## config.mk

```make
export PLATFORM = sky130hd
export DESIGN_NAME = wwsu_status_upper
export DESIGN_NICKNAME = d
export VERILOG_FILES = /design/src/hw/wwsu_pkg.sv /design/src/hw/wwsu_fail_counter.sv /design/src/hw/wwsu_status_upper.sv
export SDC_FILE = /design/constraint.sdc
export NUM_CORES = 1
export LEC_CHECK = 0
export BUFFER_PORTS_ARGS = -buffer_cell sky130_fd_sc_hd__clkbuf_2
export CORE_MARGIN = 2
export CORE_UTILIZATION = 30
export DETAILED_ROUTE_END_ITERATION = 6
export GPL_TIMING_DRIVEN = 0
export PLACE_DENSITY = 0.65
export SLEW_MARGIN = 20
export SYNTH_ARGS = -nofsm -noshare
export SYNTH_HDL_FRONTEND = slang
export SYNTH_SLANG_ARGS = --single-unit
```

## constraint.sdc

```tcl
create_clock -name i_clk -period 1.62 [get_ports i_clk]
set_input_delay 0.243 -clock i_clk [delete_from_list [all_inputs] [get_ports i_clk]]
set_output_delay 0.243 -clock i_clk [all_outputs]
set_load 0.01 [all_outputs]
```

## src/hw/wwsu_pkg.sv

```systemverilog
// Constants for the watchdog status upper-half block
// Summary of operation
// RULE1: Last bad event survives system reset
// RULE2: Write 111 clears last event before reset
// RULE3: After reset output, clear needs bus reset
// RULE4: Event codes: 0 none, 1, 2, 3
// RULE5: Fail count resets to five
// RULE6: Good event decrements, floor at zero
// RULE7: Bad event increments, saturates at seven
// RULE8: Bad event at seven raises reset
// RULE9: Pending flag sets when sequence timer starts
// RULE10: Write one clears pending flag and pin
// RULE11: Pending flag warns reset at rollover
// RULE12: Interrupt flag sets cycle after point; the code sets it two cycles after, via hit_reg
// RULE13: Timer restart clears interrupt flag
// RULE14: Write one clears interrupt flag and pin
// RULE15: Kick outside second window is bad
// RULE16: Wrong config or reset clears enable
// RULE17: Reserved bits read zero, writes ignored
package wwsu_pkg;
    localparam logic [7:0] WWSU_ESR_OFFSET  = 8'h10; // Enable and status
    localparam int         WWSU_LBE_LSB     = 24;    // Last bad event field
    localparam int         WWSU_FCV_LSB     = 20;    // Fail count field
    localparam int         WWSU_WRP_BIT     = 17;    // Reset pending flag
    localparam int         WWSU_WINDOW_INTERRUPT_FLAG_BIT    = 16;    // Window interrupt flag
    localparam int         WWSU_WSW_BIT     = 8;     // Second window flag
    localparam logic [2:0] WWSU_FCV_RESET   = 3'h5;  // Fail count at reset
    localparam logic [2:0] WWSU_FCV_MAX     = 3'h7;  // Fail count ceiling
    localparam logic [2:0] WWSU_LBE_CLEAR   = 3'h7;  // Clear pattern
    localparam logic [2:0] WWSU_EV_NONE     = 3'h0;  // No bad event
    localparam logic [2:0] WWSU_EV_FIRST    = 3'h1;  // First window kick
    localparam logic [2:0] WWSU_EV_SIG      = 3'h2;  // Signature / disable
    localparam logic [2:0] WWSU_EV_OVERFLOW = 3'h3;  // Second window overflow
endpackage

```

## src/hw/wwsu_fail_counter.sv

```systemverilog
// Saturating three-bit fail counter driven by good and bad events
`timescale 1ns/1ps
module wwsu_fail_counter
    import wwsu_pkg::*;
(
    input  wire logic       i_clk,
    input  wire logic       i_rst_n,
    input  wire logic       i_good,
    input  wire logic       i_bad,
    output logic      [2:0] o_count,
    output logic            o_at_max
);
    logic [2:0] count_reg;  // Current fail count
    logic [2:0] count_next; // Next fail count
    wire        is_zero = (count_reg == 3'h0);
    wire        is_max  = (count_reg == WWSU_FCV_MAX);

    // Bad wins when both arrive: a fault must never be masked by a kick
    assign count_next = i_bad  ? (is_max  ? count_reg : count_reg + 3'h1) // RULE7
                      : i_good ? (is_zero ? count_reg : count_reg - 3'h1) // RULE6
                      : count_reg;

    // Count register
    always_ff @(posedge i_clk or negedge i_rst_n) begin
        if (!i_rst_n) begin
            count_reg <= WWSU_FCV_RESET; // RULE5
        end else begin
            count_reg <= count_next;
        end
    end

    assign o_count  = count_reg;
    assign o_at_max = is_max;
endmodule

```

## src/hw/wwsu_status_upper.sv

```systemverilog
// Upper status fields of the windowed watchdog enable-and-status register
`timescale 1ns/1ps
module wwsu_status_upper
    import wwsu_pkg::*;
(
    input  wire logic        i_clk,          // 40 MHz bus clock
    input  wire logic        i_rst_n,        // Bus reset
    input  wire logic        i_por_n,        // Power-on reset only
    input  wire logic        i_wr_en,        // Register write strobe
    input  wire logic  [7:0] i_wr_addr,      // Write byte offset
    input  wire logic [31:0] i_wr_data,      // Write data
    input  wire logic        i_rd_en,        // Register read strobe
    input  wire logic  [7:0] i_rd_addr,      // Read byte offset
    output logic      [31:0] o_rd_data,      // Read data, one cycle later
    input  wire logic        i_good_event,   // Good event from window logic
    input  wire logic        i_bad_event,    // Bad event from window logic
    input  wire logic  [2:0] i_bad_code,     // Code of that bad event
    input  wire logic        i_fc_enable,    // Fail counter enabled
    input  wire logic        i_sst_enable,   // Sequence timer in use
    input  wire logic        i_sst_rollover, // Sequence timer rolled over
    input  wire logic        i_in_second_win,// Second window flag state
    input  wire logic        i_intr_point,   // Count at interrupt point
    input  wire logic        i_restart,      // Timer restart
    input  wire logic        i_cfg_wrong,    // Wrong configuration seen
    output logic             o_sst_start,    // Start sequence timer, pulse
    output logic             o_wdt_reset,    // Watchdog reset
    output logic             o_wdt_reset_pending,
    output logic             o_wdt_interrupt,
    output logic             o_bad_write,    // Early kick seen, pulse
    output logic             o_win_enable_clr // Force window enable low
);
    logic  [2:0] lbe_reg;     // Last bad event, power-on reset only
    logic  [2:0] lbe_next;
    logic        lock_reg;    // Reset output has been raised
    logic        wrp_reg;     // Reset pending flag
    logic        wrp_next;
    logic        window_interrupt_flag_reg;    // Window interrupt flag
    logic        window_interrupt_flag_next;
    logic        hit_reg;     // Interrupt point seen last cycle
    logic        rst_reg;     // Reset output register
    logic        sst_reg;     // Sequence timer start pulse register
    logic        bad_wr_reg;  // Early kick pulse register
    logic [31:0] rd_reg;      // Read data register
    logic  [2:0] fail_count_value;         // Fail count
    logic        fcv_max;     // Fail count at ceiling

    // Address decode
    wire esr_wr = i_wr_en && (i_wr_addr == WWSU_ESR_OFFSET);
    wire esr_rd = i_rd_en && (i_rd_addr == WWSU_ESR_OFFSET);

    // Write strobes: 111 clear, write-one clears and the kick; reserved bits are simply not looked at
    wire wr_lbe_clr  = esr_wr && (i_wr_data[WWSU_LBE_LSB +: 3]
                                  == WWSU_LBE_CLEAR);
    wire wr_wrp_clr  = esr_wr && i_wr_data[WWSU_WRP_BIT];  // RULE10
    wire wr_window_interrupt_flag_clr = esr_wr && i_wr_data[WWSU_WINDOW_INTERRUPT_FLAG_BIT]; // RULE14
    wire wr_wsw_one  = esr_wr && i_wr_data[WWSU_WSW_BIT];

    // Kick written while not in second window is a bad event
    wire early_kick = wr_wsw_one && !i_in_second_win; // RULE15

    // All bad events, early kick coded as a first-window fault
    wire       bad_any  = i_bad_event || early_kick;
    wire [2:0] bad_code = i_bad_event ? i_bad_code : WWSU_EV_FIRST; // RULE4

    // Fault that ends the watchdog: counter full, or no counter at all
    wire fatal     = bad_any && (!i_fc_enable || fcv_max); // RULE8
    wire fatal_now = fatal && !i_sst_enable && !rst_reg;
    wire sst_go    = fatal && i_sst_enable && !wrp_reg && !rst_reg;

    // Next value of the last bad event; a new event beats the clear
    assign lbe_next = bad_any ? bad_code
                    : (wr_lbe_clr && !lock_reg) ? WWSU_EV_NONE // RULE2 RULE3
                    : lbe_reg;

    // Pending flag: start sets, write one clears, set wins
    assign wrp_next = sst_go ? 1'b1 // RULE9
                    : wr_wrp_clr ? 1'b0 // RULE10
                    : wrp_reg;

    // Interrupt flag set two cycles after the point, via hit_reg; set wins over clears
    assign window_interrupt_flag_next = hit_reg ? 1'b1 // RULE12
                     : (i_restart || wr_window_interrupt_flag_clr) ? 1'b0 // RULE13 RULE14
                     : window_interrupt_flag_reg;

    // Fail counter follows events only while it is enabled
    wwsu_fail_counter u_fc (
        .i_clk    (i_clk),
        .i_rst_n  (i_rst_n),
        .i_good   (i_good_event && i_fc_enable), // RULE6
        .i_bad    (bad_any && i_fc_enable),      // RULE7
        .o_count  (fail_count_value),
        .o_at_max (fcv_max)
    );

    // Last bad event lives on power-on reset so a bus reset keeps it
    always_ff @(posedge i_clk or negedge i_por_n) begin
        if (!i_por_n) begin
            lbe_reg <= WWSU_EV_NONE;
        end else begin
            lbe_reg <= lbe_next; // RULE1
        end
    end

    // Lock is released by bus reset, so a 111 write after it clears
    always_ff @(posedge i_clk or negedge i_rst_n) begin
        if (!i_rst_n) begin
            lock_reg <= 1'b0;
        end else if (fatal_now
                     || (i_sst_rollover && (wrp_reg || sst_reg))) begin
            lock_reg <= 1'b1; // RULE3
        end
    end

    // Reset output holds until bus reset
    always_ff @(posedge i_clk or negedge i_rst_n) begin
        if (!i_rst_n) begin
            rst_reg <= 1'b0;
        end else if (fatal_now) begin
            rst_reg <= 1'b1; // RULE8
        end else if (i_sst_rollover && (wrp_reg || sst_reg)) begin
            rst_reg <= 1'b1; // RULE11
        end
    end

    // Status flags and one-cycle pulses
    always_ff @(posedge i_clk or negedge i_rst_n) begin
        if (!i_rst_n) begin
            wrp_reg    <= 1'b0;
            window_interrupt_flag_reg   <= 1'b0;
            hit_reg    <= 1'b0;
            sst_reg    <= 1'b0;
            bad_wr_reg <= 1'b0;
        end else begin
            wrp_reg    <= wrp_next;
            window_interrupt_flag_reg   <= window_interrupt_flag_next;
            hit_reg    <= i_intr_point;
            sst_reg    <= sst_go;
            bad_wr_reg <= early_kick;
        end
    end

    // Read data registered; unmapped offsets and reserved bits read zero
    always_ff @(posedge i_clk or negedge i_rst_n) begin
        if (!i_rst_n) begin
            rd_reg <= 32'h0000_0000;
        end else if (esr_rd) begin
            rd_reg <= {5'h00, lbe_reg, 1'b0, fail_count_value, 2'h0, wrp_reg, // RULE17
                       window_interrupt_flag_reg, 7'h00, i_in_second_win, 8'h00};
        end else if (i_rd_en) begin
            rd_reg <= 32'h0000_0000;
        end
    end

    // Outputs; the sequence timer is only told to start, it runs outside
    assign o_rd_data           = rd_reg;
    assign o_sst_start         = sst_reg;
    assign o_wdt_reset         = rst_reg;
    assign o_wdt_reset_pending = wrp_reg; // RULE11
    assign o_wdt_interrupt     = window_interrupt_flag_reg;
    assign o_bad_write         = bad_wr_reg;
    // Enable dropped on bad setup or reset, beyond write protection
    assign o_win_enable_clr    = i_cfg_wrong || rst_reg; // RULE16
endmodule

```

Word-level counts from Yosys, hierarchy flattened

Cells that the tools add are included.
Widths: inputs -> output; s select.

Flip-flop bits (word level): 45
Bits in latches: 0
RAM bits: 0
Memory bits (read-only): 0
Input bits: 65
Output and inout port bits: 38
Word-level logic and storage cells: 70
Memories: 0

$add $sub $neg: 2
Multipliers: 0
Divide/modulo/power cells: 0
$lt $le $gt $ge: 0
Eq/ne operators: 6
Shift-type cells: 0
Mux-type cells: 15
Bitwise gates (word level): 0
Reduce and logical (&&, ||, !) cells: 37

Operator list:

| cell                | number |
|---|---|
| $mux 32             | 2 |
| $mux 3              | 7 |
| $logic_and 1x1->1   | 17 |
| $eq 8x5->1 const B  | 2 |
| $reduce_bool 2->1   | 6 |
| $eq 3x3->1 const B  | 2 |
| $logic_not 1->1     | 6 |
| $logic_or 1x1->1    | 6 |
| $mux 1              | 6 |
| $add 3x1->3 const B | 1 |
| $logic_not 3->1     | 1 |
| $reduce_and 3->1    | 1 |
| $sub 3x1->3 const B | 1 |
| $ne 2x1->1 const B  | 1 |
| $ne 2x2->1 const B  | 1 |

Logic depth before layout (Yosys ltp)

Gate-level depths: netlist of the first run.

Depth in word-level cells: 10
Depth in mapped cells: 10
Mapped depth without buffers: 8

Hierarchy

A second synthesis of the first run with hierarchy kept.

Cell total of the unflattened synthesis: 118
Area, all modules: 1,211.2 µm²

By module, submodules not included:

| module            | instances | cells an instance | area each (µm²) | sequential area each (µm²) |
|---|---|---|---|---|
| wwsu_status_upper | 1         | 91                | 962.2           | 450.4 |
| wwsu_fail_counter | 1         | 27                | 249.0           | 77.6 |

Worst setup path after synthesis of the first run

OpenSTA, ideal clock, no wires.

Path kind: input port to flip-flop
Start: in i_wr_addr[6]
End: reg u_fc.count_reg[2] (netlist: u_fc.o_count[2])
Setup time: 0.082 ns
Data arrival time: 1.966 ns
Path slack: -0.428 ns
Stages on the path: 10
Buffers on the path: 2
Path through: nor4b_2 -> and4b_1 -> buf_6 -> or2_1 -> buf_6 -> nand2_1 -> fa_1 -> nor4_1 -> a41oi_1 -> xnor2_1

Longest elaborated chain between the ends: 8
Elaborated cells on any way between the ends: 11

Ends and longest elaborated chain:

| item                                               | line                    | text |
|---|---|---|
| start: declaration                                 | wwsu_status_upper.sv:10 | `input wire logic [7:0] i_wr_addr,` |
| $eq 8x5->1 (*)                                     | wwsu_status_upper.sv:48 | `wire esr_wr = i_wr_en && (i_wr_addr == WWSU_ESR_OFFSET);` |
| $logic_and 1x1->1 (*)                              | wwsu_status_upper.sv:48 |  |
| $logic_and 1x1->1 (*)                              | wwsu_status_upper.sv:56 | `wire wr_wsw_one = esr_wr && i_wr_data[WWSU_WSW_BIT];` |
| $logic_and 1x1->1 (*)                              | wwsu_status_upper.sv:59 | `wire early_kick = wr_wsw_one && !i_in_second_win;` |
| named net early_kick                               | wwsu_status_upper.sv:59 |  |
| $logic_or 1x1->1 (*)                               | wwsu_status_upper.sv:62 | `wire bad_any = i_bad_event \|\| early_kick;` |
| $logic_and 1x1->1 (*)                              | wwsu_status_upper.sv:90 | `.i_bad (bad_any && i_fc_enable),` |
| $ne 2x1->1 (no line), or another cell as far along | -                       |  |
| $reduce_and 3->1 (no line)                         | -                       |  |
| end signal: assignment                             | wwsu_fail_counter.sv:28 | `count_reg <= count_next;` |
| end: declaration                                   | wwsu_fail_counter.sv:13 | `logic [2:0] count_reg;` |

The timed path passes the listed nets; every way through them passes the cells marked *.
A chain may end at the register's enable or synchronous reset.

Worst setup path after layout of the first run

Start: in i_wr_addr[6]
End: reg u_fc.count_reg[2] (netlist: u_fc.o_count[2])

Longest elaborated chain between the ends: 8
Elaborated cells on any way between the ends: 11

Ends and longest elaborated chain:

| item                                               | line |
|---|---|
| $eq 8x5->1 (*)                                     | wwsu_status_upper.sv:48 |
| $logic_and 1x1->1 (*)                              | wwsu_status_upper.sv:48 |
| $logic_and 1x1->1 (*)                              | wwsu_status_upper.sv:56 |
| $logic_and 1x1->1 (*)                              | wwsu_status_upper.sv:59 |
| $logic_or 1x1->1 (*)                               | wwsu_status_upper.sv:62 |
| $logic_and 1x1->1 (*)                              | wwsu_status_upper.sv:90 |
| $ne 2x1->1 (no line), or another cell as far along | - |
| $reduce_and 3->1 (no line)                         | - |

Mark *: on every way between the ends. The rest lies on a longest branch, timed or not.

==> metrics.txt, run 1 <==
min Tclk post-route=1.806 ns; clk buf depth=2; f_max=553.7 MHz; RR Startpoint=u_fc.o_count[1]; R2R setup slack=-0.11 ns; Crit Path Max Fanout=2; # setup viols final=2; die area=approximately 0.0046 mm²; via/cell ratio=between 4 and 5; CP startpoint=i_wr_addr[6]; core area=0.003971 mm²; Max Clock Skew=0.0003906 ns; Final Hold Viols=0; largest net degree at the start of global routing=19; grt ovf=0; worst skew pair latency=0.26 ns; Pwr Total=about 1.4 mW; gpl congestion=between 0.7 and 0.8; area grow syn2layout=46.40%; sequential element share of the synthesized area=0.4284; outcome=finished with violations; Worst Hold Class=input pin to flip-flop; Max IR drop VDD=0.3358 mV; Num Clock Sinks=21; Num CTS Buffers=3; post-synthesis cell area=0.001232 mm²; Worst-Margin Slew=0.8075 ns; Post-synth EDFFs=0; fill cell total of the finished layout=392; Yosys reg bits=21; ys flop type=dfrtp_1; RSZ-0062 raised after global routing=yes; routed len/inst=~10 µm; share of cells above drive strength 1=0.4575; Pleak=a little over 0.9 nW; FF-to-FF End=u_fc.o_count[1]; Synth area leader=dfrtp_1; Startpoint Class=input pin; Yosys warning total=0; Netlist cell types=38; Max-Cap Viols=0; post-route antenna net violation count=0; failing checks=negative setup slack; Worst Setup Path Type=input pin to flip-flop; post-route setup slack=-0.1860 ns; via count=~1100; die width=between 60 and 70 µm; dpl ws=-0.6247 ns; Req. time, crit path=around 1.8 ns; post-route clock period utilization=1.115; Die Y=between 60 and 70 µm; gr usage total=0.1182; Total Nets Final=between 200 and 300; IO Pins=approximately 100; Rows=23; drt drc=0; worst hold stages=1; initial core utilization=0.3103; reg2reg path depth=3; clk slew on worst S/H paths=0.07 ns; Hold Path End=hit_reg; # H-tree levels=1; Hold Slack=0.09034 ns; ranking of synthesized cells by area=dfrtp_1 39%, buf_4 14%, nand2_1 6.4%; max FFs per register=9; Clock Root Buffer=clkbuf_8; hold wc startpoint=i_intr_point; CP arrival=1.99 ns; global-route wire length before repair=4.071 mm; asr flop ratio synth=1.000; antenna diode count=0; Post-Route WL=2.701 mm; list of most frequent post-synthesis cells=23 x buf_4, 21 x nand2_1, 19 x dfrtp_1; most numerous cell in the Yosys netlist=buf_4; Synth top area share=0.3858; Mean Syn Cell Area=9.408 µm²; TritonCTS clock tree=built; initial antenna violation count=0; vias in the first global route=around 960; Slew headroom=0.4549; DRT iter0 DRCs=33; Post-Syn Instances=between 100 and 150; IO buf count=between 50 and 60; DP HPWL=2.158 mm; DRT Pass-1 Iters=4; Pwr Density=around 800 mW/mm²; Critical Path Sink Type=flip-flop; Slew Viols, Final=0
layout make-up:
| class | instances | area [µm²] | share of cell area |
|---|---|---|---|
| multi-input combinational | 94 | 616.8 | 0.3419 |
| sequential | 21 | 528.0 | 0.2926 |
| timing repair buffer | 57 | 330.3 | 0.1831 |
| buffer | 25 | 180.2 | 0.09986 |
| tap | 50 | 62.56 | 0.03467 |
| clock buffer | 4 | 45.04 | 0.02497 |
| inverter | 11 | 41.29 | 0.02288 |
how the worst max path moves through the flow:
| stage | end | depth (start not counted) | slack, ns |
|---|---|---|---|
| 2_1_floorplan | u_fc.o_count[2] | 10 | -0.37 |
| 3_3_place_gp | u_fc.o_count[2] | 11 | -0.57 |
| 3_5_place_dp | u_fc.o_count[2] | 11 | -0.62 |
| 4_1_cts | u_fc.o_count[2] | 11 | -0.31 |
| 5_1_grt | u_fc.o_count[2] | 9 | -0.25 |
| 6_report | u_fc.o_count[2] | 9 | -0.19 |
stage by stage:
stage | setup TNS (ns) | util | instance area (µm²) | cells
3_3_place_gp | -4.111 | 0.4159 | 1652 | 254
4_1_cts | -0.4061 | 0.4411 | 1752 | 263
2_1_floorplan | -0.5304 | - | 1334 | 153
5_1_grt | -0.4852 | 0.4543 | 1804 | 262
3_5_place_dp | -4.542 | 0.4159 | 1652 | 254
6_report | -0.2985 | 0.4543 | 1804 | 262
cell usage in the layout (no fill, tap or decap), drive strengths merged, types with 2 or more instances in the layout:
master,Yosys,final
dlygate4sd3,0,2
nor4,2,2
nor2,6,6
and2,2,2
mux2i,2,2
o21a,2,2
o21ai,11,11
dfrtp,19,19
a22o,4,4
nand2,21,21
nor4b,2,2
dfstp,2,2
or2,2,2
inv,11,11
conb,1,23
buf,25,31
clkbuf,2,53
kinds of logic after synthesis:
family	count (synthesis)	share of synthesized area
and+or+nand+nor	42	0.1848
buffers and inverters	38	0.1980
AOI/OAI and AO/OA	24	0.1340
DFF	21	0.4284
muxes	3	0.02842
adders and majority gates	1	0.01624
other	1	0.003043
xor gates and xnor gates	1	0.007108
worst max-delay path, stage by stage:
cell and delay, ns:
buf_6 0.10, nor4b_4 0.28, and4b_1 0.25, or2_4 0.14, nand2_4 0.05, fa_2 0.39, nor4_4 0.30, a41oi_2 0.07
xnor2_1 0.17
report_power, final:
part | internal [mW] | total (mW) | switching, mW
Sequential | 0.601 | 0.701 | 0.101
Clock | 0.175 | 0.335 | 0.160
Combinational | 0.230 | 0.407 | 0.176
routing by layer:
metal	GRT usage	routed length (µm)	vias up
met5	0	0	-
li1	-	-	555
met1	0.1407	1091	477
met2	0.2063	1345	43
met4	0.06750	65	0
met3	0.01151	198	5
what timing repair did:
action                                 4_1_cts  5_1_grt
pin swaps                                    6        7
hold buffers                                 2        0
buffers inserted                             3        1
setup endpoints to repair                    6       11
gates resized for setup                      2       15
endpoints found under the hold margin       19        0
No activity file was read; power rests on OpenSTA's default activity.
==> run 2: changes to the inputs <==
--- a/config.mk
+++ b/config.mk
@@ -14,4 +14,5 @@
 export SLEW_MARGIN = 20
 export SYNTH_ARGS = -nofsm -noshare
 export SYNTH_HDL_FRONTEND = slang
+export SYNTH_HIERARCHICAL = 1
 export SYNTH_SLANG_ARGS = --single-unit
==> metrics.txt, run 2 <==
Reg area=528.0 µm² (unchanged); largest family of logic cells by synthesized area=simple AND/OR/NAND/NOR gates; fill cell total of the finished layout=392 (unchanged); asr flop ratio synth=1.000 (unchanged); placed insts=243 (-4.3%); Netlist cell types=38 (unchanged); delay-heaviest family, CP=simple AND/OR/NAND/NOR gates; outcome=finished with violations; ys flop type=dfrtp_1; worst path cell trace=buf_6 > nand2b_4 > nor4_4 > a31oi_4 > nor2b_1 > buf_6 > inv_2 > fa_2 > nor3b_2 > nor3b_1 > a211oi_1; Comb pwr share=0.269 (-0.013); f_max=561.9 MHz (+1.5%); # H-tree levels=1 (unchanged); Synth Area in Compound Gates=0.1705 (+0.03644); sequential element share of the synthesized area=0.4360 (+0.007524); gpl congestion=0.7451 (+1.4%); Synth area leader=dfrtp_1; CP bufs+invs=3 (+2); IO Pins=103 (unchanged); Die Y=67.54 µm (-0.82%); post-synthesis mux area share=0 (-0.02843); initial antenna violation count=0 (unchanged); ranking of synthesized cells by area=dfrtp_1 39%, buf_4 14%, a22o_1 6.5%; Max stage delay on crit path=0.37 ns (-0.02 ns); Total Nets Final=270 (-3.2%); Req. time, crit path=1.79 ns (-0.02 ns); IO buf count=53 (+3.9%); RSZ-0062 raised after global routing=yes; Max-Cap Viols=0 (unchanged); antenna diode count=0 (unchanged); DP HPWL=2.105 mm (-2.5%); XOR/XNOR Fraction of Synth Area=0 (-0.007107); DRT Pass-1 Iters=4 (unchanged); Crit Path Max Fanout=3 (+1); Worst Hold Class=input pin to flip-flop; Worst Setup Path Type=input pin to flip-flop; Clock Root Buffer=clkbuf_8; max FFs per register=9 (unchanged); failing checks=negative setup slack; Hold Slack=0.09352 ns (+0.003185 ns); global-route wire length before repair=3.974 mm (-2.4%); post-route antenna net violation count=0 (unchanged); die width=67.54 µm (-0.82%); min Tclk post-route=1.780 ns (-0.02644 ns); Slew headroom=0.6292 (+0.1744); grt ovf=0 (unchanged); leading cell type in the layout, fill and taps excluded=clkbuf_2; initial core utilization=0.3072 (-0.003130); Switching Fraction=0.3101 (+0.007261); Post-synth EDFFs=0 (unchanged); TritonCTS clock tree=built; Slew Viols, Final=0 (unchanged); Num Clock Sinks=21 (unchanged); Yosys warning total=6 (+6); Mean Syn Cell Area=10.26 µm² (+9.1%); adder-cell share of the synthesized area=0.01653 (+0.0002853); list of most frequent post-synthesis cells=23 x buf_4, 19 x dfrtp_1, 10 x nand2_1; post-route clock period utilization=1.099 (-0.01632); clk buf depth=2 (unchanged); Sequential Power Share=0.493 (+0.007); Max IR drop VDD=0.3148 mV (-6.3%); most frequent CP cell=buf_6; vias in the first global route=877 (-8.6%); # setup viols final=2 (unchanged); share of cells above drive strength 1=0.4926 (+0.03506); commonest cells after routing, fill and taps aside=51 x clkbuf_2, 27 x buf_4, 23 x conb_1; die area=0.004562 mm² (-1.6%); Pwr Density=805.9 mW/mm² (+0.78%); via count=1073 (-0.65%); cell-internal power=983.7 µW (-2.2%); worst skew pair latency=0.26 ns (about the same); Post-Route WL=2.704 mm (+0.11%); routed len/inst=10.69 µm (+3.7%); largest net degree at the start of global routing=19 (unchanged); Max Clock Skew=0.004230 ns (+0.003839 ns); Psw=442.1 µW (+1.2%); critical path's slowest cell=fa_2; Worst-Margin Slew=0.5520 ns (-0.2555 ns); Synth top area share=0.3926 (+0.006775); CP arrival=1.95 ns (-0.04 ns); area grow syn2layout=46.07%; Final Hold Viols=0 (unchanged); post-route setup slack=-0.1596 ns (+0.02644 ns); core area=0.003943 mm² (-0.72%); Rows=23 (unchanged); via/cell ratio=4.241 (+2.9%); Startpoint Class=input pin; area of the multi-input gates=600.6 µm² (-2.6%); clk slew on worst S/H paths=0.07 ns (about the same); final non-filler cell total=253 (-3.4%); post-synthesis cell area=0.001211 mm² (-1.7%); DRT iter0 DRCs=56 (+70%); Critical Path Sink Type=flip-flop; Pleak=0.9345 nW (+0.84%); drt drc=0 (unchanged); gr usage total=0.1147 (-0.003480); Num CTS Buffers=3 (unchanged); Post-Syn Instances=118 (-9.9%); clock network fraction of design power=0.238 (+0.006); most numerous cell in the Yosys netlist=buf_4; Yosys reg bits=21 (unchanged); simple-gate share of the synthesized area=0.2045 (+0.01977)
==> run 2: cell families after synthesis <==
group / after synthesis
compound gates: 27
fa+ha+maj: 1
simple gates: 39
buf+inv: 29
flops: 21
other cells: 1
==> run 2: through the flow <==
step	util	setup WS [ns]	power [mW]	setup TNS (ns)	instance area, µm²
after CTS	0.4456	-0.1687	1.431	-0.3360	1757
after detailed placement	0.4192	-0.6778	1.082	-1.516	1653
after global placement	0.4192	-0.6549	1.072	-1.479	1653
after global routing	0.4487	-0.2975	1.524	-0.5199	1769
after floorplan	-	-0.4103	0.9537	-0.8030	1325
final	0.4487	-0.1596	1.426	-0.3163	1769
==> run 2: power groups by stage <==
| stage | clock, mW | sequential [mW] | combinational, mW |
|---|---|---|---|
| final | 0.340 | 0.703 | 0.383 |
| after global routing | 0.374 | 0.718 | 0.433 |
| after CTS | 0.347 | 0.703 | 0.381 |
| after detailed placement | 0 | 0.714 | 0.368 |
| after global placement | 0 | 0.712 | 0.360 |
| after floorplan | 0 | 0.683 | 0.270 |
==> run 2: path summary, 6_finish.rpt <==
path | startpoint | endpoint | slack (ns) | cells after the start
max in group asynchronous | i_rst_n | u_fc/o_count[2] | 0.82 | 2
min reg2reg | hit_reg | o_wdt_interrupt | 0.46 | 1
max reg2reg | u_fc/o_count[0] | u_fc/o_count[1] | 0.03 | 4
min in group asynchronous | i_por_n | lbe_reg[1] | 0.31 | 2
max | i_in_second_win | u_fc/o_count[2] | -0.16 | 11
min | i_intr_point | hit_reg | 0.09 | 1
==> run 2: final cells by class <==
cell class / count / area share
clock buffer: 4 / 0.02546
tap: 50 / 0.03536
sequential: 21 / 0.2984
timing repair buffer: 59 / 0.1853
buffer: 24 / 0.1040
multi-input combinational: 90 / 0.3395
inverter: 5 / 0.01202
==> run 2: layer usage <==
metal / vias up / track usage / routed length [µm]
met1: 483 / 0.1455 / 1159
met3: 4 / 0.02500 / 236
met4: 0 / 0.03827 / 24
met2: 45 / 0.1924 / 1283
li1: 541 / - / -
met5: - / 0 / 0
==> run 2: timing repair <==
action | CTS | global route
pin swaps | 4 | 1
endpoints found under the hold margin | 19 | 0
gates resized for setup | 1 | 4
hold buffers | 2 | 0
endpoints found under the setup margin | 2 | 2
buffers inserted | 4 | 0
==> run 2: worst reg2reg max path, stage by stage, from the launching register on <==
cell     delay [ns]
dfstp_2        0.66
fa_2           0.48
a32o_1         0.21
nand2_1        0.06
nand3_1        0.06
==> run 3: changes to the inputs <==
--- a/config.mk
+++ b/config.mk
@@ -11,6 +11,7 @@
 export DETAILED_ROUTE_END_ITERATION = 6
 export GPL_TIMING_DRIVEN = 0
 export PLACE_DENSITY = 0.65
+export SETUP_SLACK_MARGIN = 0.1
 export SLEW_MARGIN = 20
 export SYNTH_ARGS = -nofsm -noshare
 export SYNTH_HDL_FRONTEND = slang
==> metrics.txt, run 3 (synthesis gave the netlist of run 2 again) <==
outcome=finished with violations; failing checks=negative setup slack; initial core utilization=0.3072 (unchanged); Num Clock Sinks=21 (unchanged); Crit Path Max Fanout=3 (unchanged); post-place instance area=0.001653 mm² (unchanged); Max IR drop VDD=0.3592 mV (+14%); final design utilization=0.4513 (+0.002539); largest net degree at the start of global routing=19 (unchanged); post-route clock period utilization=1.097 (-0.001718); Slew Viols, Final=0 (unchanged); R2R setup slack=0.04 ns (about the same); post-route antenna net violation count=0 (unchanged); cell-internal power=985.5 µW (+0.18%); global-route wire length before repair=3.850 mm (-3.1%); Hold Path End=hit_reg; min Tclk post-route=1.777 ns (-0.002783 ns); core area=0.003943 mm² (unchanged); CP arrival=1.92 ns (-0.03 ns); Slew headroom=0.6518 (+0.02252); worst hold stages=1 (unchanged); RR Startpoint=u_fc/o_count[0]; FF-to-FF End=u_fc/o_count[1]; Pwr Total=1.423 mW (-0.22%); # H-tree levels=1 (unchanged); DP HPWL=2.114 mm (+0.43%); Comb pwr share=0.271 (+0.002); # setup viols final=2 (unchanged); hold wc startpoint=i_intr_point; Sequential Power Share=0.491 (-0.002); clk slew on worst S/H paths=0.07 ns (about the same); Worst-Margin Slew=0.5185 ns (-0.03352 ns); initial antenna violation count=0 (unchanged); Final Cell Area=0.001779 mm² (+0.57%); Switching Fraction=0.3073 (-0.002763); routed len/inst=10.47 µm (-2.1%); die area=0.004562 mm² (unchanged); commonest cells after routing, fill and taps aside=51 x clkbuf_2, 28 x buf_4, 23 x conb_1; Rows=23 (unchanged); TritonCTS clock tree=built; Max-Cap Viols=0 (unchanged); DRT iter0 DRCs=41 (-27%); gr usage total=0.1097 (-0.005028); max FFs per register=9 (unchanged); f_max=562.8 MHz (+0.16%); Psw=437.2 µW (-1.1%); RSZ-0062 raised after global routing=yes; area grow syn2layout=46.90%; Startpoint Class=input pin; clk buf depth=2 (unchanged); leading cell type in the layout, fill and taps excluded=clkbuf_2; Num CTS Buffers=3 (unchanged); vias in the first global route=892 (+1.7%); grt ovf=0 (unchanged); gpl congestion=0.7355 (-1.3%); Pleak=0.9400 nW (+0.58%); die width=67.54 µm (unchanged); placed insts=243 (unchanged); Worst Hold Class=input pin to flip-flop; reg2reg path depth=4 (unchanged); Hold Slack=0.09603 ns (+0.002512 ns); Pwr Density=799.6 mW/mm² (-0.78%); DRT Pass-1 Iters=4 (unchanged); drt drc=0 (unchanged); Max Clock Skew=0.003936 ns (-0.0002944 ns); antenna diode count=0 (unchanged); clock network fraction of design power=0.238 (about the same); final non-filler cell total=254 (+0.40%); Post-Route WL=2.659 mm (-1.7%); IO Pins=103 (unchanged); Req. time, crit path=1.76 ns (-0.03 ns); worst skew pair latency=0.26 ns (about the same); Critical Path Sink Type=flip-flop; post-route setup slack=-0.1568 ns (+0.002783 ns); Clock Root Buffer=clkbuf_8; Final Hold Viols=0 (unchanged); via count=1082 (+0.84%); IO buf count=53 (unchanged); share of cells above drive strength 1=0.4951 (+0.002487); Total Nets Final=271 (+0.37%); Die Y=67.54 µm (unchanged); via/cell ratio=4.260 (+0.44%); Worst Setup Path Type=input pin to flip-flop
run 3: cell count changes in the layout (fill, tap and decap cells not counted):
| cell | before | now |
|---|---|---|
| inv_2 | 1 | 0 |
| inv_4 | 1 | 2 |
| buf_4 | 27 | 28 |
run 3: area by class of cell:
cell class / instances / area (µm²)
fillers: 391 / 2163
inverters: 5 / 23.77
repair buffers: 60 / 335.3
clock buffers: 4 / 45.04
multi-input cells: 90 / 600.6
flip-flops and latches: 21 / 528.0
well taps: 50 / 62.56
plain buffers: 24 / 183.9
run 3: metrics by stage:
step,TNS (ns),setup slack [ns]
finish,-0.3023,-0.1568
global route,-0.4569,-0.2361
CTS,-0.3150,-0.1599
detailed placement,-1.521,-0.6810
global placement,-1.478,-0.6559
floorplan,-0.8030,-0.4103
run 3: repair_timing:
action / in CTS / in global routing
pin swaps: 4 / 0
setup buffers: 3 / 2
hold buffers: 2 / 0
gates resized for setup: 1 / 5
setup endpoints to repair: 3 / 2
endpoints found under the hold margin: 19 / 0
run 3: power by group through the flow:
stage                     Sequential [mW]  Combinational [mW]  Clock, mW
after floorplan                     0.683               0.270          0
after global placement              0.710               0.359          0
after detailed placement            0.716               0.368          0
after CTS                           0.704               0.379      0.353
after global routing                0.720               0.432      0.372
final                               0.698               0.386      0.339
run 3: worst max path at each step:
stage,slack [ns],to,from
final,-0.16,u_fc/o_count[1],i_in_second_win
after floorplan,-0.41,u_fc/o_count[1],i_in_second_win
after detailed placement,-0.68,u_fc/o_count[2],i_in_second_win
after global placement,-0.66,u_fc/o_count[2],i_in_second_win
after global routing,-0.24,u_fc/o_count[1],i_in_second_win
after CTS,-0.16,u_fc/o_count[1],i_wr_addr[1]
run 3: per-layer routing:
metal	global-route usage	part of all wire	wire, µm
met3	0.01833	0.097	259
met4	0.03061	0.0068	18
met2	0.1814	0.49	1295
met5	0	0	0
met1	0.1472	0.41	1086
run 3: critical path, cell delays in order:
cell	delay, ns
buf_6	0.09
nand2b_4	0.14
nor4_4	0.21
a31oi_4	0.13
nor2b_1	0.16
buf_6	0.12
inv_4	0.03
fa_2	0.45
a32o_1	0.22
nand2_1	0.06
nand3_1	0.06
